**src/ppp_cfg.svh**
```systemverilog
`ifndef PPP_CFG_SVH
`define PPP_CFG_SVH
// ----------------------------------------
// register byte offsets
// ----------------------------------------
`define PPP_OFF_DATA 12'h000
`define PPP_OFF_STATUS 12'h004
`define PPP_OFF_CTRL 12'h008
`define PPP_OFF_IRQ_STAT 12'h00C
`define PPP_OFF_IRQ_EN 12'h010
`define PPP_OFF_IRQ_CLR 12'h014
// ----------------------------------------
// control register fields
// ----------------------------------------
`define PPP_CTRL_STROBE 0
`define PPP_CTRL_AUTOFD 1
`define PPP_CTRL_INIT 2
`define PPP_CTRL_SELECT 3
`define PPP_CTRL_DIR 5
`define PPP_CTRL_PORT_EN 6
// ----------------------------------------
// status register fields
// ----------------------------------------
`define PPP_STAT_ERROR_N 3
`define PPP_STAT_SELECTED 4
`define PPP_STAT_PAPER_OUT 5
`define PPP_STAT_ACK_N 6
`define PPP_STAT_BUSY 7
// ----------------------------------------
// interrupt status fields
// ----------------------------------------
`define PPP_IRQ_ACK 0
`define PPP_IRQ_ERROR 1
`define PPP_IRQ_PAPER 2
`define PPP_IRQ_W 3
// ----------------------------------------
// reset values
// ----------------------------------------
`define PPP_CTRL_RST 8'h04
`define PPP_DATA_RST 8'h00
`endif

```
**src/ppp_pkg.sv**
```systemverilog
package ppp_pkg;
	// sampled printer input vector order
	typedef enum logic [2:0]
	{
		PPP_IN_SEL = 3'h0,
		PPP_IN_PAPER = 3'h1,
		PPP_IN_BUSY = 3'h2,
		PPP_IN_ACK = 3'h3,
		PPP_IN_ERR = 3'h4
	} ppp_in_t;
endpackage

```
**src/ppp_port.sv**
```systemverilog
// The APB register port and the register addresses were chosen for this implementation.
`timescale 1ns/1ns
`default_nettype none
`include "ppp_cfg.svh"
module ppp_port
	import ppp_pkg::*;
(
	// apb clock and reset
	input wire logic pclk,
	input wire logic presetn,
	// apb slave
	input wire logic psel,
	input wire logic penable,
	input wire logic pwrite,
	input wire logic [11:0] paddr,
	input wire logic [31:0] pwdata,
	output logic [31:0] prdata,
	output logic pready,
	output logic pslverr,
	// printer status inputs
	input wire logic printer_selected_in,
	input wire logic paper_out_in,
	input wire logic busy_in,
	input wire logic ack_in_n,
	input wire logic error_in_n,
	// printer control outputs
	output logic data_strobe_n,
	output logic line_feed_auto_n,
	output logic init_out_n,
	output logic select_request_n,
	// printer data bus, three signals
	input wire logic [7:0] printer_data_bus_i,
	output logic [7:0] printer_data_bus_o,
	output logic [7:0] printer_data_bus_oe,
	// interrupt
	output logic irq
);
	// ----------------------------------------
	// input synchronisers
	// ----------------------------------------
	localparam int NIN = 5;
	logic [NIN-1:0] raw_in; // pin levels
	logic [NIN-1:0] s1_r, s2_r, s3_r, st_r; // chain and settled
	logic [NIN-1:0] s1_nxt, s2_nxt, s3_nxt, st_nxt;
	logic [7:0] st_wide; // settle result before trimming to the pin count
	logic [7:0] din1_r, din2_r, din3_r, dinst_r; // data bus readback
	logic [7:0] din1_nxt, din2_nxt, din3_nxt, dinst_nxt;
	assign raw_in[PPP_IN_SEL] = printer_selected_in;
	assign raw_in[PPP_IN_PAPER] = paper_out_in;
	assign raw_in[PPP_IN_BUSY] = busy_in;
	assign raw_in[PPP_IN_ACK] = ack_in_n;
	assign raw_in[PPP_IN_ERR] = error_in_n;
	// settle a bit once stages two and three agree
	function automatic logic [7:0] settle(input logic [7:0] a, input logic [7:0] b, input logic [7:0] old);
		settle = (a & b) | (old & (a | b));
	endfunction
	// next values of the chains
	always_comb
	begin
		s1_nxt = raw_in;
		s2_nxt = s1_r;
		s3_nxt = s2_r;
		st_wide = settle({3'h0, s2_r}, {3'h0, s3_r}, {3'h0, st_r});
		st_nxt = st_wide[NIN-1:0];
		din1_nxt = printer_data_bus_i;
		din2_nxt = din1_r;
		din3_nxt = din2_r;
		dinst_nxt = settle(din2_r, din3_r, dinst_r);
	end
	// chain registers; idle pin levels at reset
	always_ff @(posedge pclk or negedge presetn)
	begin
		if (!presetn)
		begin
			// idle levels: ack and error high, others low
			s1_r <= 5'h18;
			s2_r <= 5'h18;
			s3_r <= 5'h18;
			st_r <= 5'h18;
			din1_r <= 8'h00;
			din2_r <= 8'h00;
			din3_r <= 8'h00;
			dinst_r <= 8'h00;
		end
		else
		begin
			// shift every chain one stage
			s1_r <= s1_nxt;
			s2_r <= s2_nxt;
			s3_r <= s3_nxt;
			st_r <= st_nxt;
			din1_r <= din1_nxt;
			din2_r <= din2_nxt;
			din3_r <= din3_nxt;
			dinst_r <= dinst_nxt;
		end
	end
	// ----------------------------------------
	// registers and apb
	// ----------------------------------------
	logic [7:0] ctrl_r, ctrl_nxt; // printer control
	logic [7:0] data_r, data_nxt; // output data latch
	logic [`PPP_IRQ_W-1:0] ist_r, ist_nxt; // sticky events
	logic [`PPP_IRQ_W-1:0] ien_r, ien_nxt; // event enables
	logic [NIN-1:0] stp_r, stp_nxt; // previous settled levels
	logic [31:0] rd_r, rd_nxt; // read data
	logic [`PPP_IRQ_W-1:0] ev; // event pulses
	logic [7:0] status; // status byte
	logic wr, rd;
	assign wr = psel & penable & pwrite;
	assign rd = psel & ~penable & ~pwrite;
	assign pready = 1'b1;
	assign pslverr = 1'b0;
	assign prdata = rd_r;
	// status byte built from settled levels
	always_comb
	begin
		status = 8'h00;
		status[`PPP_STAT_ERROR_N] = st_r[PPP_IN_ERR];
		status[`PPP_STAT_SELECTED] = st_r[PPP_IN_SEL];
		status[`PPP_STAT_PAPER_OUT] = st_r[PPP_IN_PAPER];
		status[`PPP_STAT_ACK_N] = st_r[PPP_IN_ACK];
		status[`PPP_STAT_BUSY] = st_r[PPP_IN_BUSY];
	end
	// events: ack falling edge, error falling, paper out rising
	always_comb
	begin
		ev = '0;
		ev[`PPP_IRQ_ACK] = stp_r[PPP_IN_ACK] & ~st_r[PPP_IN_ACK];
		ev[`PPP_IRQ_ERROR] = stp_r[PPP_IN_ERR] & ~st_r[PPP_IN_ERR];
		ev[`PPP_IRQ_PAPER] = ~stp_r[PPP_IN_PAPER] & st_r[PPP_IN_PAPER];
	end
	// next register values; read data captured in setup
	always_comb
	begin
		ctrl_nxt = ctrl_r;
		data_nxt = data_r;
		ien_nxt = ien_r;
		ist_nxt = ist_r;
		stp_nxt = st_r;
		rd_nxt = rd_r;
		if (wr)
		begin
			case (paddr)
				`PPP_OFF_DATA: data_nxt = pwdata[7:0];
				`PPP_OFF_CTRL: ctrl_nxt = pwdata[7:0];
				`PPP_OFF_IRQ_EN: ien_nxt = pwdata[`PPP_IRQ_W-1:0];
				`PPP_OFF_IRQ_CLR: ist_nxt = ist_r & ~pwdata[`PPP_IRQ_W-1:0];
				default: ;
			endcase
		end
		// set wins over a same-cycle clear
		ist_nxt = ist_nxt | ev;
		if (rd)
		begin
			case (paddr)
				`PPP_OFF_DATA: rd_nxt = {24'h00_0000, ctrl_r[`PPP_CTRL_DIR] ? dinst_r : data_r};
				`PPP_OFF_STATUS: rd_nxt = {24'h00_0000, status};
				`PPP_OFF_CTRL: rd_nxt = {24'h00_0000, ctrl_r};
				`PPP_OFF_IRQ_STAT: rd_nxt = {29'h0000_0000, ist_r};
				`PPP_OFF_IRQ_EN: rd_nxt = {29'h0000_0000, ien_r};
				default: rd_nxt = 32'h0000_0000;
			endcase
		end
	end
	// register state
	always_ff @(posedge pclk or negedge presetn)
	begin
		if (!presetn)
		begin
			// pins released, bus floating, no events
			ctrl_r <= `PPP_CTRL_RST;
			data_r <= `PPP_DATA_RST;
			ien_r <= 3'h0;
			ist_r <= 3'h0;
			stp_r <= 5'h18;
			rd_r <= 32'h0000_0000;
		end
		else
		begin
			// take the computed next values
			ctrl_r <= ctrl_nxt;
			data_r <= data_nxt;
			ien_r <= ien_nxt;
			ist_r <= ist_nxt;
			stp_r <= stp_nxt;
			rd_r <= rd_nxt;
		end
	end
	// ----------------------------------------
	// pin outputs
	// ----------------------------------------
	assign data_strobe_n = ~ctrl_r[`PPP_CTRL_STROBE];
	assign line_feed_auto_n = ~ctrl_r[`PPP_CTRL_AUTOFD];
	assign init_out_n = ctrl_r[`PPP_CTRL_INIT];
	assign select_request_n = ~ctrl_r[`PPP_CTRL_SELECT];
	assign printer_data_bus_o = data_r;
	// drive only when enabled and in output direction
	assign printer_data_bus_oe = {8{ctrl_r[`PPP_CTRL_PORT_EN] & ~ctrl_r[`PPP_CTRL_DIR]}};
	assign irq = |(ist_r & ien_r);
	// ----------------------------------------
	// assertions
	// ----------------------------------------
	chk_strobe_map: assert property (@(posedge pclk) disable iff (!presetn)
		(wr && paddr == `PPP_OFF_CTRL) |=> data_strobe_n == !$past(pwdata[`PPP_CTRL_STROBE]))
		else $error("strobe mismatch");
	chk_autofd_map: assert property (@(posedge pclk) disable iff (!presetn)
		(wr && paddr == `PPP_OFF_CTRL) |=> line_feed_auto_n == !$past(pwdata[`PPP_CTRL_AUTOFD]))
		else $error("autofeed mismatch");
	chk_init_map: assert property (@(posedge pclk) disable iff (!presetn)
		(wr && paddr == `PPP_OFF_CTRL) |=> init_out_n == $past(pwdata[`PPP_CTRL_INIT]))
		else $error("init mismatch");
	chk_select_map: assert property (@(posedge pclk) disable iff (!presetn)
		(wr && paddr == `PPP_OFF_CTRL) |=> select_request_n == !$past(pwdata[`PPP_CTRL_SELECT]))
		else $error("select mismatch");
	chk_pins_stable: assert property (@(posedge pclk) disable iff (!presetn)
		!(wr && paddr == `PPP_OFF_CTRL) |=> $stable({data_strobe_n, line_feed_auto_n, init_out_n, select_request_n}))
		else $error("control pins moved without write");
	chk_bus_float: assert property (@(posedge pclk) disable iff (!presetn)
		!ctrl_r[`PPP_CTRL_PORT_EN] |-> printer_data_bus_oe == 8'h00)
		else $error("bus driven while off");
	chk_oe_drive: assert property (@(posedge pclk) disable iff (!presetn)
		(wr && paddr == `PPP_OFF_CTRL && pwdata[`PPP_CTRL_PORT_EN] && !pwdata[`PPP_CTRL_DIR]) |=> printer_data_bus_oe == 8'hFF)
		else $error("bus not driven");
	chk_oe_listen: assert property (@(posedge pclk) disable iff (!presetn)
		(wr && paddr == `PPP_OFF_CTRL && pwdata[`PPP_CTRL_DIR]) |=> printer_data_bus_oe == 8'h00)
		else $error("bus driven while listening");
	chk_bus_value: assert property (@(posedge pclk) disable iff (!presetn)
		(wr && paddr == `PPP_OFF_DATA) |=> printer_data_bus_o == $past(pwdata[7:0]))
		else $error("bus data mismatch");
	// ----------------------------------------
	// status read checks
	// ----------------------------------------
	chk_error_status: assert property (@(posedge pclk) disable iff (!presetn)
		(rd && paddr == `PPP_OFF_STATUS) |=> prdata[`PPP_STAT_ERROR_N] == $past(st_r[PPP_IN_ERR]))
		else $error("error bit");
	chk_busy_status: assert property (@(posedge pclk) disable iff (!presetn)
		(rd && paddr == `PPP_OFF_STATUS) |=> prdata[`PPP_STAT_BUSY] == $past(st_r[PPP_IN_BUSY]))
		else $error("busy bit");
	chk_sel_status: assert property (@(posedge pclk) disable iff (!presetn)
		(rd && paddr == `PPP_OFF_STATUS) |=> prdata[`PPP_STAT_SELECTED] == $past(st_r[PPP_IN_SEL]))
		else $error("select bit");
	chk_paper_status: assert property (@(posedge pclk) disable iff (!presetn)
		(rd && paddr == `PPP_OFF_STATUS) |=> prdata[`PPP_STAT_PAPER_OUT] == $past(st_r[PPP_IN_PAPER]))
		else $error("paper bit");
	chk_ack_status: assert property (@(posedge pclk) disable iff (!presetn)
		(rd && paddr == `PPP_OFF_STATUS) |=> prdata[`PPP_STAT_ACK_N] == $past(st_r[PPP_IN_ACK]))
		else $error("ack bit");
	chk_status_spare: assert property (@(posedge pclk) disable iff (!presetn)
		(rd && paddr == `PPP_OFF_STATUS) |=> prdata[31:8] == 24'h00_0000 && prdata[2:0] == 3'h0)
		else $error("spare status bits set");
	// ----------------------------------------
	// input settle checks
	// ----------------------------------------
	chk_sel_settle: assert property (@(posedge pclk) disable iff (!presetn)
		(printer_selected_in [*5]) |-> st_r[PPP_IN_SEL])
		else $error("select not settled");
	chk_sel_drop: assert property (@(posedge pclk) disable iff (!presetn)
		(!printer_selected_in [*5]) |-> !st_r[PPP_IN_SEL])
		else $error("select not released");
	chk_paper_settle: assert property (@(posedge pclk) disable iff (!presetn)
		(paper_out_in [*5]) |-> st_r[PPP_IN_PAPER])
		else $error("paper not settled");
	chk_paper_drop: assert property (@(posedge pclk) disable iff (!presetn)
		(!paper_out_in [*5]) |-> !st_r[PPP_IN_PAPER])
		else $error("paper not released");
	chk_busy_settle: assert property (@(posedge pclk) disable iff (!presetn)
		(busy_in [*5]) |-> st_r[PPP_IN_BUSY])
		else $error("busy not settled");
	chk_busy_drop: assert property (@(posedge pclk) disable iff (!presetn)
		(!busy_in [*5]) |-> !st_r[PPP_IN_BUSY])
		else $error("busy not released");
	chk_ack_settle: assert property (@(posedge pclk) disable iff (!presetn)
		(!ack_in_n [*2]) |=> ##2 !st_r[PPP_IN_ACK])
		else $error("short ack pulse lost");
	chk_err_settle: assert property (@(posedge pclk) disable iff (!presetn)
		(!error_in_n [*5]) |-> !st_r[PPP_IN_ERR])
		else $error("error not settled");
	// ----------------------------------------
	// interrupt checks
	// ----------------------------------------
	chk_ack_sticky: assert property (@(posedge pclk) disable iff (!presetn)
		ev[`PPP_IRQ_ACK] |=> ist_r[`PPP_IRQ_ACK])
		else $error("ack event lost");
	chk_irq_clear: assert property (@(posedge pclk) disable iff (!presetn)
		(wr && paddr == `PPP_OFF_IRQ_CLR && pwdata[`PPP_IRQ_ACK] && !ev[`PPP_IRQ_ACK]) |=> !ist_r[`PPP_IRQ_ACK])
		else $error("ack event not cleared");
	// ----------------------------------------
	// cover points
	// ----------------------------------------
	cov_ack_irq: cover property (@(posedge pclk) disable iff (!presetn) ev[`PPP_IRQ_ACK] ##1 irq);
	cov_strobe: cover property (@(posedge pclk) disable iff (!presetn) !data_strobe_n ##1 data_strobe_n);
	cov_bus_drive: cover property (@(posedge pclk) disable iff (!presetn) printer_data_bus_oe == 8'hFF);
	cov_paper: cover property (@(posedge pclk) disable iff (!presetn) ev[`PPP_IRQ_PAPER]);
	cov_error: cover property (@(posedge pclk) disable iff (!presetn) ev[`PPP_IRQ_ERROR] ##1 ist_r[`PPP_IRQ_ERROR]);
endmodule
`default_nettype wire

```
**config.mk**
```make
export PLATFORM = sky130hd
export DESIGN_NAME = ppp_port
export DESIGN_NICKNAME = d
export VERILOG_FILES = /design/src/ppp_pkg.sv /design/src/ppp_port.sv
export VERILOG_INCLUDE_DIRS = /design/src
export SDC_FILE = /design/constraint.sdc
export NUM_CORES = 1
export LEC_CHECK = 0
export BUFFER_PORTS_ARGS = -buffer_cell sky130_fd_sc_hd__buf_2
export CAP_MARGIN = 20
export CORE_MARGIN = 4
export CORE_UTILIZATION = 41
export DETAILED_ROUTE_END_ITERATION = 16
export GPL_TIMING_DRIVEN = 0
export PLACE_DENSITY = 0.67
export REMOVE_ABC_BUFFERS = 1
export SYNTH_ARGS = -nofsm -noshare
export SYNTH_HDL_FRONTEND = slang
export SYNTH_SLANG_ARGS = --single-unit
```
**constraint.sdc**
```tcl
create_clock -name pclk -period 1.9 [get_ports pclk]
set_input_delay 0.285 -clock pclk [delete_from_list [all_inputs] [get_ports pclk]]
set_output_delay 0.285 -clock pclk [all_outputs]
set_load 0.02 [all_outputs]
```
==> flow_summary.yaml <==
clock_tree:
  cts-root-buf: "clkbuf_8"
  cts_made_buffers: 9
  cts_tree: "yes"
  cts_sinks: 85
  cts-htree-levels: 3
  post_cts_buffers: 0
  clk_pin_slew_ns: 0.08
  clk_latency_ns: 0.34
  ctsLongestPathBuffers: 2
critical_path:
  r2r_slack_ns: 0.29
  startpoint: "paddr[9]"
  crit_required_ns: 2.13
  r2r_start: "ctrl_r[5]"
  crit_path_start_kind: "primary input"
  worstPathMaxFanout: 8
  cp.arrival_ns: 1.97
  r2r_end: "prdata[6]"
  cp-end-kind: "flip-flop"
  r2r_cells: 4
  critPathKind: "in -> reg"
die:
  initial_core_util: 0.418
  die-area_sq_um: 9850
  die_h_microns: 99.2
  io_pins: 117
  row_count: 33
  die_w_microns: 99.2
  core_area_sq_um: 8180
sta:
  rsz0062_at_grt: "false"
  worstMarginPinSlew_ns: 0.736
  fin_crit_ns: 1.75
  fin_skew_ns: 0.00919
  drv_slew: 0
  hold_viol_final: 0
  holdWs_ns: 0.0364
  clock.fmax_mhz: 572
  finalCritPeriodShare: 0.920
  setup_viol: 0
  max_slew_margin: 0.506
yosys:
  syn-cell-area_sq_um: 3410
  netlist_instances: 245
  synth_edf_count: 0
  yosysTopAreaCell: "dfrtp_1"
  synthTopCellsByArea: "dfrtp_1 54%, dfstp_2 8.5%, buf_4 7.3%"
  syn_area_per_cell_sq_um: 13.9
  synth_top_area_share: 0.543
  yosys-top-cells-count: "74 x dfrtp_1, 33 x buf_4, 15 x mux2_2"
  synth_most_common_cell: "dfrtp_1"
  yosysUniqueCellTypes: 35
  ys.flop_type: "dfrtp_1"
  seq_area_frac_synth: 0.627
  async_flop_share: 1.00
  synth_seq_cells: 85
  yosysWarnings: 0
detailed_routing:
  dr_total_vias: 1921
  drt_wl_total_microns: 5930
  firstDrtPassIters: 4
  drc: 0
  routed_via_density: 4.60
  wl_per_cell_microns: 14.2
  ant_nets: 0
  drt_iter0_drc: 49
layout:
  nets: 370
  diodes: 0
  final.fill_count: 737
  drive_gt1_frac: 0.399
  area_growth_syn_to_layout_pct: 16.6
  final_core_util: 0.487
  fin_area_sq_um: 3980
global_route:
  grt.overflow.total: 0
  antenna_found_initial: 0
  grt_pass1_wl_microns: 9780
  grtUsageTotal: 0.129
  grt_pass1_vias: 1968
  grt_max_degree: 62
placement:
  placed_area_sq_um: 3700
  hpwl_microns: 4200
  portBuffers: 66
  place.gp.congestion: 0.861
hold_path:
  worstHoldStart: "error_in_n"
  min_path_cells: 1
  hold_path_end: "s1_r[4]"
  min_path_type: "in -> reg"
run_status:
  outcome: "complete, no violations"
run:
  maxCapViolCount: 0
power_and_ir_drop:
  p_per_area_nw_per_um2: 949
  p_leak_nw: 1.95
  p_total_mw: 3.78
  peakVddDrop_mv: 0.394
==> worst max path at each step <==
stage | end | slack (ns)
after CTS | printer_data_bus_oe[1] | 0.11
after detailed placement | printer_data_bus_o[2] | -0.24
after global placement | printer_data_bus_o[0] | -0.23
after floorplan | printer_data_bus_oe[0] | -1.01
final | printer_data_bus_o[4] | 0.15
after global routing | printer_data_bus_oe[0] | 0.02
==> flip-flops by register name, indices dropped and copies added (netlist names) <==
register            flops
ctrl_r                  8
din1_r                  8
din2_r                  8
din3_r                  8
dinst_r                 8
prdata                  8
printer_data_bus_o      8
s1_r                    5
s2_r                    5
s3_r                    5
st_r                    5
ien_r                   3
ist_r                   3
stp_r                   3
==> critical path: stages <==
cell and delay [ns]:
buf_2 0.11, nor4_4 0.34, nand3_4 0.17, nor4_4 0.65, mux2_2 0.40
==> logic make-up (layout without fill, tap and decap cells) <==
kind of cell,after synthesis,count (layout),share of synthesized area
flip-flops,85,85,0.627
buffers and inverters,48,92,0.0949
AND/OR/NAND/NOR,39,39,0.0766
adder cells (fa/ha/maj),13,13,0.0381
other,2,26,0.00220
AO/OA/AOI/OAI,25,25,0.0469
multiplexers,33,33,0.114
==> layout make-up <==
cell class,count,area (sq um),share of cell area
Clock buffer,12,145,0.0365
Clock inverter,4,120,0.0302
Inverter,8,30.0,0.00755
Multi-Input combinational cell,136,1040,0.262
Sequential cell,85,2140,0.538
Tap cell,105,131,0.0330
Timing Repair Buffer,68,370,0.0931
==> placed cells by master, fill, tap and decap left out, drive strengths merged, types with 5 or more instances in the layout <==
cell,synthesis,final
inv,8,8
clkbuf,4,12
nand2,13,13
dfrtp,74,74
o21ai,11,11
conb,2,26
dfstp,11,11
nor3,9,9
mux2,23,23
a21o,5,5
mux2i,10,10
maj3,13,13
buf,36,67
==> metrics by stage <==
step                setup TNS (ns)  worst slack, ns  cells
global route                     0           0.0217    418
floorplan                    -8.05            -1.01    229
CTS                              0            0.111    418
finish                           0            0.153    418
detailed placement           -2.76           -0.235    401
global placement            -10.40           -0.226    400
==> where the power goes <==
group / switching, mW / total (mW) / internal [mW]
logic: 0.137 / 0.207 / 0.0699
registers: 0.0372 / 1.93 / 1.90
clock network: 0.593 / 1.64 / 1.04
total: 0.767 / 3.78 / 3.01
==> metal layers <==
layer  track usage  part of all wire  up-vias
met5             0                 0        -
met4        0.0630             0.016        0
met2         0.182              0.44       66
li1              -                 -      904
met3        0.0456             0.090        7
met1         0.177              0.46      944
==> repair_timing <==
item	4_1_cts	5_1_grt
hold buffers	1	0
gates resized for setup	1	0
endpoints found under the setup margin	8	0
endpoints found under the hold margin	23	0
(Power assumes the default switching activity.)
